<file path="src/hw/dfs_pkg.sv">
package dfs_pkg;
    // Register word indices
    localparam logic [3:0] ADDR_CTRL = 4'h0;
    localparam logic [3:0] ADDR_REFHI = 4'h1;
    localparam logic [3:0] ADDR_REFLO = 4'h2;
    localparam logic [3:0] ADDR_SPDHI = 4'h3;
    localparam logic [3:0] ADDR_SPDLO = 4'h4;
    localparam logic [3:0] ADDR_DELAY = 4'h5;
    localparam logic [3:0] ADDR_STATUS = 4'h6;
    localparam logic [3:0] ADDR_FLAGS = 4'h7;
    localparam logic [3:0] ADDR_CMD = 4'h8;
    // Control register fields
    localparam int CTRL_AUTO = 0;
    localparam int CTRL_AUTORST = 1;
    localparam int CTRL_PERMIT_EN = 2;
    // Serial command bits
    localparam int CMD_START = 0;
    localparam int CMD_STOP = 1;
    localparam int CMD_QSTOP = 2;
    localparam int CMD_RESET = 3;
    localparam int CMD_REV = 4;
    // Flag register fields
    localparam int FLG_REFHI = 0;
    localparam int FLG_REFLO = 1;
    localparam int FLG_SPDHI = 2;
    localparam int FLG_SPDLO = 3;
    localparam int FLG_WARN = 4;
    localparam int FLG_DERATE = 5;
    localparam int FLG_DIR = 6;
    localparam int FLG_PEND = 7;
    // Timing
    localparam int CLK_HZ = 25_000_000;
    localparam int DERATE_S = 10;
    localparam int BLINK_MS = 250;
    localparam int DERATE_CYC = CLK_HZ * DERATE_S;
    localparam int BLINK_CYC = (CLK_HZ / 1000) * BLINK_MS;
    localparam logic [15:0] SW_HZ_DERATE = 16'h0fa0;
    localparam logic [15:0] SW_HZ_NORMAL = 16'h1f40;
    localparam logic [7:0] WARN_NUM_SUPPLY = 8'h01;
    // Reported status, one-hot
    typedef enum logic [9:0] {
        DFS_ST_STOP = 10'h001,
        DFS_ST_STANDBY = 10'h002,
        DFS_ST_RUNREQ = 10'h004,
        DFS_ST_DELAY = 10'h008,
        DFS_ST_RUN = 10'h010,
        DFS_ST_QSTOP = 10'h020,
        DFS_ST_SLEEP = 10'h040,
        DFS_ST_DERATE = 10'h080,
        DFS_ST_TRIP = 10'h100,
        DFS_ST_LOCK = 10'h200
    } dfs_state_e;
endpackage : dfs_pkg

</file>
<file path="src/hw/dfs_supervisor.sv">
// Function
// - Critical overcurrent or overvoltage enters derating, switching drops to 4 kHz.
// - Derating ends after about 10 s if the condition allows; delay may restrict.
// - Fast-halt ramp when inverted fast-halt input inactive or serial fast halt.
// - Ramping status while motor speed has not reached reference or standstill.
// - Reference above upper limit or below lower limit raises a flag.
// - Speed above upper or below lower warning limit raises a flag.
// - Start held as pending request until run permissive input arrives.
// - Nonzero start delay must elapse before the motor is driven.
// - Forward or reverse start input sets the running direction.
// - Automatic mode waits in standby for input or serial start.
// - Stop from panel, input or serial link enters stop status.
// - Sleep keeps motor stopped and restarts automatically on demand.
// - Automatic mode ignores panel commands, obeys external ones.
// - Warnings follow their condition and clear by themselves.
// - Every alarm trips or trip-locks; operation waits for a reset.
// - Trip removes drive so the motor coasts; monitoring continues.
// - Ordinary trip cleared by panel, input, serial or auto reset.
// - Trip lock accepts reset only after a power cycle.
// - Trip reports motor stopped; reset accepted once cause clears.
// - Warning shown steady with number; alarm flashes with number.
// - Three lights: warning, alarm flashing, trip lock both.
// - Auxiliary supply below 10 V raises warning number 1.
//
// Chosen here: the Avalon-MM slave port and the address map.
`timescale 1ns/1ns
`default_nettype none
module dfs_supervisor #(
    parameter int DERATE_CYCLES = dfs_pkg::DERATE_CYC,
    parameter int BLINK_CYCLES = dfs_pkg::BLINK_CYC,
    parameter int NUM_DI = 6
) (
    input wire logic clock,
    input wire logic rst,
    // Avalon-MM slave
    input wire logic [3:0] avs_address,
    input wire logic avs_read,
    input wire logic avs_write,
    input wire logic [31:0] avs_writedata,
    output logic [31:0] avs_readdata,
    output logic avs_waitrequest,
    // Digital inputs, raw pins
    input wire logic di_start_fwd,
    input wire logic di_start_rev,
    input wire logic di_stop,
    input wire logic di_fast_halt_n,
    input wire logic di_reset,
    input wire logic di_permit,
    // Operator panel keys, raw pins
    input wire logic panel_start,
    input wire logic panel_stop,
    input wire logic panel_reset,
    // Power stage monitors, same clock domain
    input wire logic crit_overstress,
    input wire logic inv_fault_trip,
    input wire logic alarm_req,
    input wire logic alarm_latching,
    input wire logic [7:0] alarm_code,
    input wire logic alarm_cause,
    input wire logic warn_cond,
    input wire logic [7:0] warn_code,
    input wire logic supply_low,
    input wire logic power_cycled,
    input wire logic sleep_req,
    input wire logic wake_demand,
    input wire logic [15:0] ref_sum,
    input wire logic [15:0] motor_speed,
    // Outputs
    output logic drive_en,
    output logic fast_halt_ramp,
    output logic ramping,
    output logic dir_rev,
    output logic [15:0] switch_freq,
    output logic [9:0] op_status,
    output logic [7:0] disp_code,
    output logic disp_flash,
    output logic light_power,
    output logic light_warn,
    output logic light_alarm
);
    import dfs_pkg::*;

    // ------------------------------------------------
    // Input synchronisers
    // ------------------------------------------------
    localparam int NS = NUM_DI + 3;
    localparam int IDX_HALT = 3;
    logic [NS-1:0] pin_raw;
    logic [NS-1:0] s1_ff, s2_ff, s3_ff, pin_ff;
    assign pin_raw = {panel_reset, panel_stop, panel_start, di_permit,
        di_reset, di_fast_halt_n, di_stop, di_start_rev, di_start_fwd};
    genvar gi;
    generate
        for (gi = 0; gi < NS; gi++) begin : g_sync
            always_ff @(posedge clock) begin
                if (rst) begin
                    // Halt pin idles high; a low reset would fake a halt
                    s1_ff[gi] <= (gi == IDX_HALT);
                    s2_ff[gi] <= (gi == IDX_HALT);
                    s3_ff[gi] <= (gi == IDX_HALT);
                    pin_ff[gi] <= (gi == IDX_HALT);
                end else begin
                    s1_ff[gi] <= pin_raw[gi];
                    s2_ff[gi] <= s1_ff[gi];
                    s3_ff[gi] <= s2_ff[gi];
                    if (s2_ff[gi] == s3_ff[gi]) begin
                        pin_ff[gi] <= s3_ff[gi];
                    end
                end
            end
        end
    endgenerate
    logic i_fwd, i_rev, i_stop, i_halt_n, i_rst, i_permit;
    logic k_start, k_stop, k_rst;
    assign {k_rst, k_stop, k_start, i_permit, i_rst, i_halt_n, i_stop,
        i_rev, i_fwd} = pin_ff;

    // ------------------------------------------------
    // Registers
    // ------------------------------------------------
    logic [2:0] ctrl_ff;
    logic [15:0] refhi_ff, reflo_ff, spdhi_ff, spdlo_ff;
    logic [31:0] delay_ff;
    logic [4:0] cmd_ff;
    logic qstop_ser_ff;
    logic bus_ack_ff;
    logic wr_hit, rd_hit;
    assign avs_waitrequest = (avs_read | avs_write) & ~bus_ack_ff;
    // Writes land one edge after the wait state, when waitrequest is seen low
    assign wr_hit = avs_write & bus_ack_ff;
    assign rd_hit = avs_read & ~bus_ack_ff;

    always_ff @(posedge clock) begin
        if (rst) begin
            bus_ack_ff <= 1'b0;
        end else begin
            bus_ack_ff <= (avs_read | avs_write) & ~bus_ack_ff;
        end
    end

    always_ff @(posedge clock) begin
        if (rst) begin
            ctrl_ff <= 3'h0;
            refhi_ff <= 16'hffff;
            reflo_ff <= 16'h0000;
            spdhi_ff <= 16'hffff;
            spdlo_ff <= 16'h0000;
            delay_ff <= 32'h0;
        end else if (wr_hit) begin
            unique case (avs_address)
                ADDR_CTRL: ctrl_ff <= avs_writedata[2:0];
                ADDR_REFHI: refhi_ff <= avs_writedata[15:0];
                ADDR_REFLO: reflo_ff <= avs_writedata[15:0];
                ADDR_SPDHI: spdhi_ff <= avs_writedata[15:0];
                ADDR_SPDLO: spdlo_ff <= avs_writedata[15:0];
                ADDR_DELAY: delay_ff <= avs_writedata;
                default: ;
            endcase
        end
    end

    // Serial commands are one-cycle strobes; fast halt is held
    always_ff @(posedge clock) begin
        if (rst) begin
            cmd_ff <= 5'h0;
            qstop_ser_ff <= 1'b0;
        end else begin
            cmd_ff <= (wr_hit && avs_address == ADDR_CMD) ?
                avs_writedata[4:0] : 5'h0;
            if (wr_hit && avs_address == ADDR_CMD) begin
                qstop_ser_ff <= avs_writedata[CMD_QSTOP];
            end
        end
    end

    logic auto_mode;
    assign auto_mode = ctrl_ff[CTRL_AUTO];

    // ------------------------------------------------
    // Command sources
    // ------------------------------------------------
    logic fwd_d_ff, rev_d_ff, kst_d_ff;
    logic start_ev, stop_lvl, reset_ev, rst_d_ff, krst_d_ff;
    always_ff @(posedge clock) begin
        if (rst) begin
            fwd_d_ff <= 1'b0;
            rev_d_ff <= 1'b0;
            kst_d_ff <= 1'b0;
            rst_d_ff <= 1'b0;
            krst_d_ff <= 1'b0;
        end else begin
            fwd_d_ff <= i_fwd;
            rev_d_ff <= i_rev;
            kst_d_ff <= k_start;
            rst_d_ff <= i_rst;
            krst_d_ff <= k_rst;
        end
    end
    assign start_ev = (i_fwd & ~fwd_d_ff) | (i_rev & ~rev_d_ff)
        | cmd_ff[CMD_START] | (~auto_mode & k_start & ~kst_d_ff);
    assign stop_lvl = i_stop | cmd_ff[CMD_STOP] | (~auto_mode & k_stop);
    assign reset_ev = (i_rst & ~rst_d_ff) | cmd_ff[CMD_RESET]
        | (~auto_mode & k_rst & ~krst_d_ff) | ctrl_ff[CTRL_AUTORST];

    // ------------------------------------------------
    // Fault latch
    // ------------------------------------------------
    logic trip_ff, lock_ff, armed_ff;
    logic [7:0] alarm_num_ff;
    always_ff @(posedge clock) begin
        if (rst) begin
            trip_ff <= 1'b0;
            lock_ff <= 1'b0;
            armed_ff <= 1'b0;
            alarm_num_ff <= 8'h00;
        end else begin
            if (alarm_req) begin
                alarm_num_ff <= alarm_code;
                if (alarm_latching) begin
                    lock_ff <= 1'b1;
                    armed_ff <= 1'b0;
                end else begin
                    trip_ff <= 1'b1;
                end
            end else if (lock_ff) begin
                if (power_cycled) begin
                    armed_ff <= 1'b1;
                end
                if (armed_ff && reset_ev && !alarm_cause) begin
                    lock_ff <= 1'b0;
                    trip_ff <= 1'b0;
                    armed_ff <= 1'b0;
                end
            end else if (trip_ff && reset_ev && !alarm_cause) begin
                trip_ff <= 1'b0;
            end
        end
    end

    // ------------------------------------------------
    // Derating
    // ------------------------------------------------
    logic derate_ff;
    logic [31:0] der_cnt_ff;
    always_ff @(posedge clock) begin
        if (rst) begin
            derate_ff <= 1'b0;
            der_cnt_ff <= 32'h0;
        end else if (trip_ff || lock_ff || inv_fault_trip) begin
            derate_ff <= 1'b0;
            der_cnt_ff <= 32'h0;
        end else if (!derate_ff) begin
            derate_ff <= crit_overstress;
            der_cnt_ff <= 32'h0;
        end else if (der_cnt_ff >= 32'(DERATE_CYCLES - 1)) begin
            derate_ff <= crit_overstress;
            der_cnt_ff <= 32'h0;
        end else begin
            der_cnt_ff <= der_cnt_ff + 32'h1;
        end
    end

    // ------------------------------------------------
    // Run sequencing
    // ------------------------------------------------
    typedef enum logic [4:0] {
        DFS_RS_IDLE = 5'h01,
        DFS_RS_PEND = 5'h02,
        DFS_RS_DELAY = 5'h04,
        DFS_RS_RUN = 5'h08,
        DFS_RS_SLEEP = 5'h10
    } dfs_run_e;
    dfs_run_e run_ff;
    logic [31:0] dly_cnt_ff;
    logic dir_ff;
    logic faulted;
    assign faulted = trip_ff | lock_ff;

    always_ff @(posedge clock) begin
        if (rst) begin
            run_ff <= DFS_RS_IDLE;
            dly_cnt_ff <= 32'h0;
        end else if (faulted || stop_lvl) begin
            run_ff <= DFS_RS_IDLE;
        end else begin
            unique case (run_ff)
                DFS_RS_IDLE: if (start_ev) begin
                    run_ff <= DFS_RS_PEND;
                end
                DFS_RS_PEND: if (i_permit || !ctrl_ff[CTRL_PERMIT_EN]) begin
                    run_ff <= DFS_RS_DELAY;
                    dly_cnt_ff <= 32'h0;
                end
                DFS_RS_DELAY: if (dly_cnt_ff >= delay_ff) begin
                    run_ff <= DFS_RS_RUN;
                end else begin
                    dly_cnt_ff <= dly_cnt_ff + 32'h1;
                end
                DFS_RS_RUN: if (sleep_req) begin
                    run_ff <= DFS_RS_SLEEP;
                end
                DFS_RS_SLEEP: if (wake_demand) begin
                    run_ff <= DFS_RS_RUN;
                end
                default: run_ff <= DFS_RS_IDLE;
            endcase
        end
    end

    always_ff @(posedge clock) begin
        if (rst) begin
            dir_ff <= 1'b0;
        end else if (i_rev & ~rev_d_ff) begin
            dir_ff <= 1'b1;
        end else if (i_fwd & ~fwd_d_ff) begin
            dir_ff <= 1'b0;
        end else if (cmd_ff[CMD_START]) begin
            dir_ff <= cmd_ff[CMD_REV];
        end
    end

    // ------------------------------------------------
    // Flags and outputs
    // ------------------------------------------------
    logic halt_ff, ramp_ff, drv_ff;
    logic refhi_fl_ff, reflo_fl_ff, spdhi_fl_ff, spdlo_fl_ff, warn_ff;
    dfs_state_e stat_ff, nxt_stat;
    logic [7:0] wnum_ff;
    always_ff @(posedge clock) begin
        if (rst) begin
            halt_ff <= 1'b0;
            ramp_ff <= 1'b0;
            drv_ff <= 1'b0;
        end else begin
            halt_ff <= ~i_halt_n | qstop_ser_ff;
            drv_ff <= ~faulted & (run_ff == DFS_RS_RUN) & ~halt_ff;
            ramp_ff <= ~faulted & (drv_ff ? (motor_speed != ref_sum)
                : (motor_speed != 16'h0));
        end
    end

    always_ff @(posedge clock) begin
        if (rst) begin
            refhi_fl_ff <= 1'b0;
            reflo_fl_ff <= 1'b0;
            spdhi_fl_ff <= 1'b0;
            spdlo_fl_ff <= 1'b0;
            warn_ff <= 1'b0;
            wnum_ff <= 8'h00;
        end else begin
            refhi_fl_ff <= ref_sum > refhi_ff;
            reflo_fl_ff <= ref_sum < reflo_ff;
            spdhi_fl_ff <= motor_speed > spdhi_ff;
            spdlo_fl_ff <= motor_speed < spdlo_ff;
            warn_ff <= warn_cond | supply_low;
            wnum_ff <= supply_low ? WARN_NUM_SUPPLY : warn_code;
        end
    end

    always_comb begin
        if (lock_ff) begin
            nxt_stat = DFS_ST_LOCK;
        end else if (trip_ff) begin
            nxt_stat = DFS_ST_TRIP;
        end else if (derate_ff) begin
            nxt_stat = DFS_ST_DERATE;
        end else if (halt_ff && motor_speed != 16'h0) begin
            nxt_stat = DFS_ST_QSTOP;
        end else if (stop_lvl) begin
            nxt_stat = DFS_ST_STOP;
        end else begin
            unique case (run_ff)
                DFS_RS_PEND: nxt_stat = DFS_ST_RUNREQ;
                DFS_RS_DELAY: nxt_stat = DFS_ST_DELAY;
                DFS_RS_RUN: nxt_stat = DFS_ST_RUN;
                DFS_RS_SLEEP: nxt_stat = DFS_ST_SLEEP;
                default: nxt_stat = auto_mode ? DFS_ST_STANDBY : DFS_ST_STOP;
            endcase
        end
    end
    always_ff @(posedge clock) begin
        if (rst) begin
            stat_ff <= DFS_ST_STOP;
        end else begin
            stat_ff <= nxt_stat;
        end
    end

    // Blink timer; drives only the alarm light, disp_flash is a steady level
    logic [31:0] blk_cnt_ff;
    logic blink_ff;
    always_ff @(posedge clock) begin
        if (rst) begin
            blk_cnt_ff <= 32'h0;
            blink_ff <= 1'b0;
        end else if (blk_cnt_ff >= 32'(BLINK_CYCLES - 1)) begin
            blk_cnt_ff <= 32'h0;
            blink_ff <= ~blink_ff;
        end else begin
            blk_cnt_ff <= blk_cnt_ff + 32'h1;
        end
    end

    logic lw_ff, la_ff, dfl_ff;
    logic [7:0] dcode_ff;
    always_ff @(posedge clock) begin
        if (rst) begin
            lw_ff <= 1'b0;
            la_ff <= 1'b0;
            dfl_ff <= 1'b0;
            dcode_ff <= 8'h00;
        end else begin
            lw_ff <= lock_ff | (warn_ff & ~trip_ff);
            la_ff <= faulted & blink_ff;
            dfl_ff <= faulted;
            dcode_ff <= faulted ? alarm_num_ff : (warn_ff ? wnum_ff : 8'h00);
        end
    end

    assign drive_en = drv_ff;
    assign fast_halt_ramp = halt_ff;
    assign ramping = ramp_ff;
    assign dir_rev = dir_ff;
    assign switch_freq = derate_ff ? SW_HZ_DERATE : SW_HZ_NORMAL;
    assign op_status = stat_ff;
    assign disp_code = dcode_ff;
    assign disp_flash = dfl_ff;
    assign light_power = 1'b1;
    assign light_warn = lw_ff;
    assign light_alarm = la_ff;

    // Read mux
    always_ff @(posedge clock) begin
        if (rst) begin
            avs_readdata <= 32'h0;
        end else if (rd_hit) begin
            unique case (avs_address)
                ADDR_CTRL: avs_readdata <= {29'h0, ctrl_ff};
                ADDR_REFHI: avs_readdata <= {16'h0, refhi_ff};
                ADDR_REFLO: avs_readdata <= {16'h0, reflo_ff};
                ADDR_SPDHI: avs_readdata <= {16'h0, spdhi_ff};
                ADDR_SPDLO: avs_readdata <= {16'h0, spdlo_ff};
                ADDR_DELAY: avs_readdata <= delay_ff;
                ADDR_STATUS: avs_readdata <= {22'h0, stat_ff};
                ADDR_FLAGS: avs_readdata <= {24'h0, run_ff == DFS_RS_PEND,
                    dir_ff, derate_ff, warn_ff, spdlo_fl_ff, spdhi_fl_ff,
                    reflo_fl_ff, refhi_fl_ff};
                default: avs_readdata <= 32'h0;
            endcase
        end
    end

    // ------------------------------------------------
    // Assertions
    // ------------------------------------------------
    AST_DERATE_FREQ: assert property (
        @(posedge clock) disable iff (rst)
        crit_overstress && !faulted && !inv_fault_trip && !derate_ff
        |=> derate_ff && switch_freq == SW_HZ_DERATE)
        else $error("derating not entered");
    AST_TRIP_COAST: assert property (
        @(posedge clock) disable iff (rst)
        faulted |=> !drive_en)
        else $error("drive active during trip");
    AST_TRIP_SET: assert property (
        @(posedge clock) disable iff (rst)
        alarm_req |=> (trip_ff | lock_ff))
        else $error("alarm did not trip");
    AST_LOCK_HOLD: assert property (
        @(posedge clock) disable iff (rst)
        lock_ff && !armed_ff && !power_cycled |=> lock_ff)
        else $error("lock cleared without power cycle");
    AST_LOCK_PRIO: assert property (
        @(posedge clock) disable iff (rst)
        lock_ff |=> op_status == DFS_ST_LOCK)
        else $error("lock not reported");
    AST_LIGHTS: assert property (
        @(posedge clock) disable iff (rst)
        lock_ff |=> light_warn)
        else $error("lock without warning light");
    AST_TRIP_LIGHT: assert property (
        @(posedge clock) disable iff (rst)
        trip_ff && !lock_ff |=> !light_warn)
        else $error("warning light on during trip");
    AST_PEND: assert property (
        @(posedge clock) disable iff (rst)
        run_ff == DFS_RS_PEND |-> !drive_en)
        else $error("drive while awaiting permissive");
    AST_REFHI: assert property (
        @(posedge clock) disable iff (rst)
        ref_sum > refhi_ff |=> refhi_fl_ff)
        else $error("reference high flag missing");
    AST_HALT: assert property (
        @(posedge clock) disable iff (rst)
        !i_halt_n |=> fast_halt_ramp)
        else $error("fast halt ramp not selected");
endmodule : dfs_supervisor
`default_nettype wire
</file>
<file path="config.mk">
export PLATFORM = sky130hd
export DESIGN_NAME = dfs_supervisor
export DESIGN_NICKNAME = d
export VERILOG_FILES = /design/src/hw/dfs_pkg.sv /design/src/hw/dfs_supervisor.sv
export SDC_FILE = /design/constraint.sdc
export NUM_CORES = 1
export LEC_CHECK = 0
export CAP_MARGIN = 20
export CORE_MARGIN = 10
export CORE_UTILIZATION = 45
export CTS_CLUSTER_DIAMETER = 100
export DETAILED_ROUTE_END_ITERATION = 10
export DONT_BUFFER_PORTS = 1
export GPL_TIMING_DRIVEN = 0
export HOLD_SLACK_MARGIN = 0.12
export SETUP_SLACK_MARGIN = 0.05
export SYNTH_ARGS = -nofsm -noshare
export SYNTH_HDL_FRONTEND = slang
export SYNTH_SLANG_ARGS = --single-unit
</file>
<file path="constraint.sdc">
create_clock -name clock -period 5.5 [get_ports clock]
set_input_delay 1.1 -clock clock [delete_from_list [all_inputs] [get_ports clock]]
set_output_delay 1.1 -clock clock [all_outputs]
set_load 0.01 [all_outputs]
</file>
## Word-level counts from Yosys, hierarchy flattened

Index checks and enable logic that the tools add are counted.

| word-level totals | value |
|---|---|
| memories | 0 |
| bits in latches | 0 |
| bits in registers | 331 |
| output and inout bits | 75 |
| bits in writable memories | 0 |
| memory bits (read-only) | 0 |
| logic and storage cells | 247 |
| input port bits | 107 |

| operators by class | value |
|---|---|
| shift-type cells | 0 |
| eq/ne operators | 32 |
| add/subtract/negate cells | 3 |
| divide/modulo/power cells | 0 |
| $lt $le $gt $ge | 7 |
| multipliers | 0 |
| mux-type cells | 41 |
| reduce and logical (&&, ||, !) cells | 39 |
| bitwise gates (word level) | 44 |

Operators by type and width:

| kind | count |
|---|---|
| $pmux W32 S8 | 1 |
| $add A32 B1 Y32 const B | 3 |
| $mux W32 | 2 |
| $pmux W32 S2 | 1 |
| $ge A32 B23 Y1 const B | 1 |
| $ge A32 B28 Y1 const B | 1 |
| $ge A32 B32 Y1 | 1 |
| $gt A16 B16 Y1 | 2 |
| $lt A16 B16 Y1 | 2 |
| $pmux W7 S4 | 1 |
| $mux W5 | 5 |
| $pmux W5 S5 | 1 |
| $mux W8 | 3 |
| $mux W1 | 21 |
| $and A1 B1 Y1 | 16 |
| $eq A4 B3 Y1 const B | 4 |
| $ne A16 B16 Y1 | 1 |
| $reduce_bool A16 Y1 | 1 |
| $not A1 Y1 | 15 |
| $mux W7 | 2 |
| $ne A2 B2 Y1 const B | 7 |
| $mux W13 | 1 |
| $or A1 B1 Y1 | 13 |
| $reduce_and A2 Y1 | 6 |
| other kinds (27) | 55 |

## Logic depth before layout (Yosys ltp)

Gate-level depths: netlist (run 1).

| logic depth | value |
|---|---|
| depth in word-level cells | 10 |
| mapped depth | 11 |
| depth with buffers taken out | 9 |

## Worst setup path after synthesis (run 1)

Ideal clock, no wire load.

| path | value |
|---|---|
| path kind | input to register |
| start point | input port avs_address[2] |
| end point | register refhi_ff[15] |
| data required time | 5.380 ns |
| setup time | 0.120 ns |
| stages | 7 |
| slack | 2.666 ns |
| arrival | 2.715 ns |
| buffers on the path | 3 |
| path through | clkbuf_1 -> nor3_1 -> and3_1 -> clkbuf_1 -> buf_1 -> nor2_1 -> a211o_1 |

| between the ends | value |
|---|---|
| longest elaborated chain between the ends | 2 |

RTL lines:

| what | RTL line | source |
|---|---|---|
| start: declaration | dfs_supervisor.sv:36 | `input wire logic [3:0] avs_address,` |
| $eq A4 B1 Y1 | dfs_supervisor.sv:150 | `unique case (avs_address)` |
| $reduce_and A2 Y1 (no line) | -- |  |
| end signal: assignment | dfs_supervisor.sv:152 | `ADDR_REFHI: refhi_ff <= avs_writedata[15:0];` |
| end: declaration | dfs_supervisor.sv:122 | `logic [15:0] refhi_ff, reflo_ff, spdhi_ff, spdlo_ff;` |

Every way passes these cells.
A chain may end at the register's enable or synchronous reset.

## Worst setup path in the final report (run 1)

| path | value |
|---|---|
| start point | input port rst |
| end point | register avs_readdata[8] |

RTL lines:

| what | RTL line | source |
|---|---|---|
| start: declaration | dfs_supervisor.sv:34 | `input wire logic rst,` |
| end signal: assignment | dfs_supervisor.sv:438 | `ADDR_CTRL: avs_readdata <= {29'h0, ctrl_ff};` |
| end signal: assignment | dfs_supervisor.sv:439 | `ADDR_REFHI: avs_readdata <= {16'h0, refhi_ff};` |
| end signal: assignment | dfs_supervisor.sv:440 | `ADDR_REFLO: avs_readdata <= {16'h0, reflo_ff};` |
| end: declaration | dfs_supervisor.sv:40 | `output logic [31:0] avs_readdata,` |

No word-level cell between the ends.

==> results.py, run 1 <==
metrics = {
    "status": {
        "outcome": "finished clean",
    },
    "layout": {
        "drive_gt1_frac": 0.05839,
        "nFillCells": 3254,
        "syn_to_final_growth_pct": 12.71,
        "fin_nets": 2063,
    },
    "worst_setup_path": {
        "critPathArrivalTime_ps": 3830,
        "critPathKind": "in -> reg",
        "crit_fanout": 10,
        "r2r_slack_ps": 2190,
        "worstPathRequired_ps": 5890,
        "startpoint_type": "input pin",
        "crit_path_end_kind": "register",
    },
    "detailed_routing": {
        "wire_per_inst_um": 20.35,
        "finalWirelength_um": 47480,
        "drt-pass1-iter-count": 6,
        "drc": 0,
        "dr.first_iter.drc_count": 1269,
        "vias_per_cell": 5.657,
        "ant_nets": 0,
        "vias": 13197,
    },
    "run": {
        "cap_violations": 0,
    },
    "synth": {
        "syn_inst": 1792,
        "ys_types": 70,
        "netlist_area_mm2": 0.01533,
        "synth_seq_cells": 330,
        "ys_async_sr_fraction": 0,
        "synth-seq-area-share": 0.4310,
        "ys.flop_type": "dfxtp_1",
        "ys_warn_count": 0,
        "synth-edff-count": 0,
        "synth_area_per_cell_um2": 8.554,
    },
    "clocking": {
        "clk_latency_ps": 550,
        "max-clock-path-buffers": 3,
        "clk_pin_slew_ps": 60,
        "cts_tree": "done",
        "htree_levels": 2,
        "post_cts_resized": 0,
        "cts_sinks": 330,
        "post_cts_buffers": 0,
        "cts_inserted_buffers": 38,
        "hold_buffers": 0,
        "clock-root-buffer": "clkbuf_16",
    },
    "global_route": {
        "grt_max_degree": 14,
        "track_usage": 0.2229,
        "grt_pass1_vias": 12717,
        "grt_pass1_wl_um": 73130,
        "grt_overflow": 0,
        "top_usage_layer": "met2",
        "use_met1": 0.2933,
        "antenna_found_initial": 2,
        "grt_use_met3": 0.07045,
        "use_met2": 0.3410,
    },
    "timing": {
        "fin_crit_ps": 3448,
        "period_share": 0.6269,
        "drv_slew": 0,
        "grt_setup_unrepaired": "false",
        "final.hold.worst_slack_ps": 413.7,
        "fmax_mhz": 290.0,
        "worst_slew_pin_slew_ps": 971.9,
        "hold_viol": 0,
        "tns_ps": 0,
        "setup_violations": 0,
        "slew_headroom": 0.3470,
        "clock_skew_ps": 25.26,
    },
    "floorplanning": {
        "rows": 67,
        "die-area_mm2": 0.04184,
        "initial_core_util": 0.4571,
        "io_pins": 182,
        "design.core.area_mm2": 0.03353,
        "die_w_um": 204.6,
        "die_height_um": 204.6,
    },
    "placement": {
        "gp_congestion": 0.9219,
        "port_buffers": 0,
        "dp_hpwl_um": 36850,
    },
    "worst_hold_path": {
        "hp-class": "reg -> reg",
    },
    "power": {
        "cellLeakagePower_nw": 6.512,
        "ir_drop_v": 0.0002572,
        "power_density_mw_per_mm2": 307.8,
    },
}
stage by stage:
stage,cells,util,total power [W],setup slack [ps],area (um2)
2_1_floorplan,1816,-,0.002690,2666,15420
3_3_place_gp,2264,0.4765,0.002775,1602,15980
3_5_place_dp,2267,0.4772,0.002780,1569,16000
4_1_cts,2332,0.5151,0.005350,2142,17270
5_1_grt,2332,0.5151,0.005491,1983,17270
6_report,2333,0.5152,0.005317,2052,17280
registers in the layout (all words and copies together), names as in the netlist, 10 cells and up:
signal,flops
avs_readdata,32
blk_cnt_ff,32
delay_ff,32
der_cnt_ff,32
dly_cnt_ff,32
refhi_ff,16
reflo_ff,16
spdhi_ff,16
spdlo_ff,16
op_status,10
worst max-delay path, cell delays in order:
cell and delay (ps):
clkbuf_1 660, clkbuf_1 630, clkbuf_1 670, buf_1 650, nor2_1 110
final cells by class:
class	instances	area (um2)	share of cell area
Antenna cell	1	2.502	0.0001448
Clock buffer	51	1071	0.06199
Sequential cell	330	6606	0.3824
Timing Repair Buffer	3	17.52	0.001014
Inverter	126	473.0	0.02738
Buffer	98	442.9	0.02564
Tap cell	448	560.5	0.03244
Clock inverter	14	201.4	0.01166
Multi-Input combinational cell	1262	7901	0.4573
power breakdown:
part,switching [W],leakage [nW],internal [W]
sequential,0.0000393,2.68,0.00243
combinational,0.000168,3.21,0.0000927
clock,0.00102,0.619,0.00156
total,0.00123,6.51,0.00409
synth_stat cells, drive strengths merged (5+ instances only):
cell type  count  area share
dfxtp        330        0.43
nand2        210       0.051
nor2         169       0.042
a21oi        155       0.051
inv          126       0.031
ha            97       0.079
clkbuf        70       0.017
nand3         63       0.021
nand4         45       0.020
xnor2         45       0.026
o21ai         41       0.013
a211o         34       0.019
nor2b         34       0.014
and3          29       0.012
buf           28       0.012
nor4          28       0.015
and2          23      0.0094
nor3          23      0.0075
xor2          22       0.013
nand2b        18      0.0073
mux2i         17       0.011
a21o          15      0.0073
a221oi        15      0.0086
a211oi        12      0.0062
a222oi        12      0.0078
a22o          12      0.0069
a31oi         12      0.0049
and4          11      0.0063
a22oi         10      0.0049
o21a           8      0.0039
or4            8      0.0042
o21bai         6      0.0029
o31ai          6      0.0029
a21boi         5      0.0024
a311oi         5      0.0029
o41ai          5      0.0029
cells in the final DEF, fill, tap and decap left out, types with 34 or more instances in the layout:
cell type  count
nand2_1      210
a211o_1       34
a21oi_1      154
nor2b_1       34
nand4_1       42
nor2_1       168
nand3_1       63
clkbuf_1      77
clkbuf_16     39
ha_1          97
inv_1        126
o21ai_0       41
dfxtp_1      330
xnor2_1       45
worst paths after layout:
| path | cells after the start | end | startpoint |
|---|---|---|---|
| setup reg to reg | 10 | dly_cnt_ff[29]$_SDFFE_PP0P_ | dly_cnt_ff[17]$_SDFFE_PP0P_ |
| hold / removal | 1 | s2_ff[3]$_SDFF_PP1_ | s1_ff[3]$_SDFF_PP1_ |
| hold reg to reg | 1 | s2_ff[3]$_SDFF_PP1_ | s1_ff[3]$_SDFF_PP1_ |
| setup / recovery | 5 | avs_readdata[8]$_SDFFE_PP0P_ | rst |
cell families after synthesis:
kind of cell | Yosys count | share of synthesized area
buffers and inverters | 224 | 0.05975
muxes | 18 | 0.01184
xor gates and xnor gates | 67 | 0.03828
AOI/OAI and AO/OA | 375 | 0.1617
adders and majority gates | 97 | 0.07918
and+or+nand+nor | 679 | 0.2178
DFF | 330 | 0.4310
other | 2 | 0.0004899
layer usage:
layer	vias to the layer above	share of wire
met5	-	0
met4	0	0.025
met3	74	0.10
met2	532	0.43
met1	6206	0.44
li1	6385	-
No activity file was read; power rests on OpenSTA's default activity.
==> run 2: changes to the inputs <==
==> constraint.sdc (replaced) <==
create_clock -name clock -period 3.3 [get_ports clock]
set_input_delay 0.66 -clock clock [delete_from_list [all_inputs] [get_ports clock]]
set_output_delay 0.66 -clock clock [all_outputs]
set_load 0.01 [all_outputs]
==> run 2 against run 1 <==
Net effect:
- sequential share of layout area hardly changed
- combinational power is 68% higher
- critical path depth is the same
- critical endpoint unchanged
- hold slack lost 200 ps
- worst setup slack got worse by 1800 ps
- largest power group unchanged
- clock skew fell by 1.9 ps
- power increased by 67%
- utilization rose by 0.067 points
- first-iteration DRC count up 0.79%
- non-clock buffer count unchanged
==> results.py, run 2 (same netlist as run 1, synthesis figures left out) <==
metrics = {
    "detailed_routing": {
        "ant_nets": 0,
        "finalWirelength_um": 47580,
        "wire_per_inst_um": 20.39,
        "drt-pass1-iter-count": 7,
        "vias": 13209,
        "dr.first_iter.drc_count": 1279,
        "vias_per_cell": 5.662,
        "drc": 0,
    },
    "placement": {
        "gp_congestion": 0.9219,
        "dp_hpwl_um": 36850,
        "port_buffers": 0,
        "pre_cts_ws_ps": -191.0,
        "post_dp_cell_area_mm2": 0.01600,
    },
    "power": {
        "power_switching_w": 0.002053,
        "p_int_w": 0.006810,
        "power_density_mw_per_mm2": 512.3,
        "power.share.sequential": 0.465,
        "pwr-share-comb": 0.049,
        "swShare": 0.2316,
        "ir_drop_v": 0.0004286,
        "cellLeakagePower_nw": 6.517,
        "p_clk_frac": 0.486,
    },
    "timing": {
        "slew_headroom": 0.3464,
        "setup_violations": 0,
        "hold_viol": 0,
        "clock_skew_ps": 23.33,
        "worst_slew_pin_slew_ps": 980.4,
        "fin_crit_ps": 3006,
        "drv_slew": 0,
        "finalWorstSetupSlack_ps": 294.2,
        "period_share": 0.9108,
        "fmax_mhz": 332.7,
        "grt_setup_unrepaired": "false",
    },
    "worst_setup_path": {
        "crit_chain": "clkbuf_1 -> clkbuf_1 -> clkbuf_1 -> buf_1 -> nor2_1",
        "max_stage_delay_ps": 670,
        "slowest_stage": "clkbuf_1",
        "crit_fanout": 10,
        "worst-path-buf-inv": 4,
        "worstPathRequired_ps": 3690,
        "critPathArrivalTime_ps": 3390,
        "crit_path_end_kind": "register",
        "cp_top_family": "buffers and inverters",
        "startpoint_type": "input pin",
        "cp_common_cell": "clkbuf_1",
        "critPathKind": "in -> reg",
    },
    "layout": {
        "final_cell_mix": "dfxtp_1 (330), nand2_1 (210), nor2_1 (168)",
        "syn_to_final_growth_pct": 12.86,
        "final_area_mm2": 0.01730,
        "fin_nets": 2063,
        "nFillCells": 3250,
        "layout.cells.most_common": "dfxtp_1",
        "post-route-util": 0.5159,
        "drive_gt1_frac": 0.06051,
    },
    "floorplanning": {
        "design.core.area_mm2": 0.03353,
        "rows": 67,
        "die-area_mm2": 0.04184,
        "die_w_um": 204.6,
        "initial_core_util": 0.4571,
        "io_pins": 182,
        "die_height_um": 204.6,
    },
    "clocking": {
        "post_cts_buffers": 0,
        "max-clock-path-buffers": 3,
        "cts_inserted_buffers": 38,
        "clock-root-buffer": "clkbuf_16",
        "htree_levels": 2,
        "cts_sinks": 330,
        "cts_tree": "done",
        "hold_buffers": 0,
        "clk_pin_slew_ps": 60,
        "clk_latency_ps": 550,
    },
    "status": {
        "outcome": "finished clean",
    },
    "global_route": {
        "grt_pass1_vias": 12717,
        "grt_overflow": 0,
        "grt_pass1_wl_um": 73130,
        "antenna_found_initial": 2,
        "track_usage": 0.2229,
        "grt_max_degree": 14,
    },
    "run": {
        "cap_violations": 0,
    },
    "worst_hold_path": {
        "hp-class": "in -> reg",
    },
}
==> run 2: cell counts in the layout (fill, tap and decap cells not counted) <==
No cell type changed its count.
==> run 2: routing by layer <==
| layer | track usage | vias to the layer above | wire (um) | part of all wire |
|---|---|---|---|---|
| met3 | 0.07045 | 70 | 4926 | 0.10 |
| li1 | - | 6377 | - | - |
| met5 | 0 | - | 0 | 0 |
| met2 | 0.3410 | 532 | 20630 | 0.43 |
| met1 | 0.2933 | 6230 | 20880 | 0.44 |
| met4 | 0.06876 | 0 | 1141 | 0.024 |
==> run 2: final timing paths <==
kind | start | to | slack (ps) | cells past startpoint
worst min-delay path | di_fast_halt_n | s1_ff[3]$_SDFF_PP1_ | 210 | 1
worst max register to register | dly_cnt_ff[0]$_SDFFE_PP0P_ | dly_cnt_ff[29]$_SDFFE_PP0P_ | 320 | 11
worst min register to register | s1_ff[3]$_SDFF_PP1_ | s2_ff[3]$_SDFF_PP1_ | 410 | 1
worst max-delay path | rst | avs_readdata[8]$_SDFFE_PP0P_ | 290 | 5
==> run 2: final cells by class <==
type	count	area, um2	share of cell area
repair buffers	3	17.52	0.001013
flip-flops and latches	330	6606	0.3819
multi-input cells	1262	7924	0.4580
inverters	126	473.0	0.02734
plain buffers	98	442.9	0.02560
clock buffers	51	1071	0.06191
clock inverters	14	201.4	0.01164
diodes	1	2.502	0.0001447
well taps	448	560.5	0.03240
==> run 2: power groups by stage <==
stage | clock (W) | combinational [W] | sequential [W]
2_1_floorplan | 0 | 0.000299 | 0.00418
3_3_place_gp | 0 | 0.000415 | 0.00421
3_5_place_dp | 0 | 0.000423 | 0.00421
4_1_cts | 0.00437 | 0.000425 | 0.00412
5_1_grt | 0.00454 | 0.000481 | 0.00413
6_report | 0.00430 | 0.000436 | 0.00412
==> run 2: timing repair <==
action,in CTS,in global routing
endpoints found under the setup margin,0,22
hold endpoints to repair,0,0
resized for setup,0,4
==> run 2: metrics by stage <==
step / setup TNS (ps) / power [W] / std cells / hold WS (ps)
after global placement: -4237 / 0.004626 / 2264 / 397.6
after floorplan: 0 / 0.004483 / 1816 / 389.5
after CTS: 0 / 0.008917 / 2332 / 194.6
after global routing: 0 / 0.009152 / 2332 / 205.7
after detailed placement: -1516 / 0.004634 / 2267 / 400.9
final: 0 / 0.008863 / 2333 / 214.3
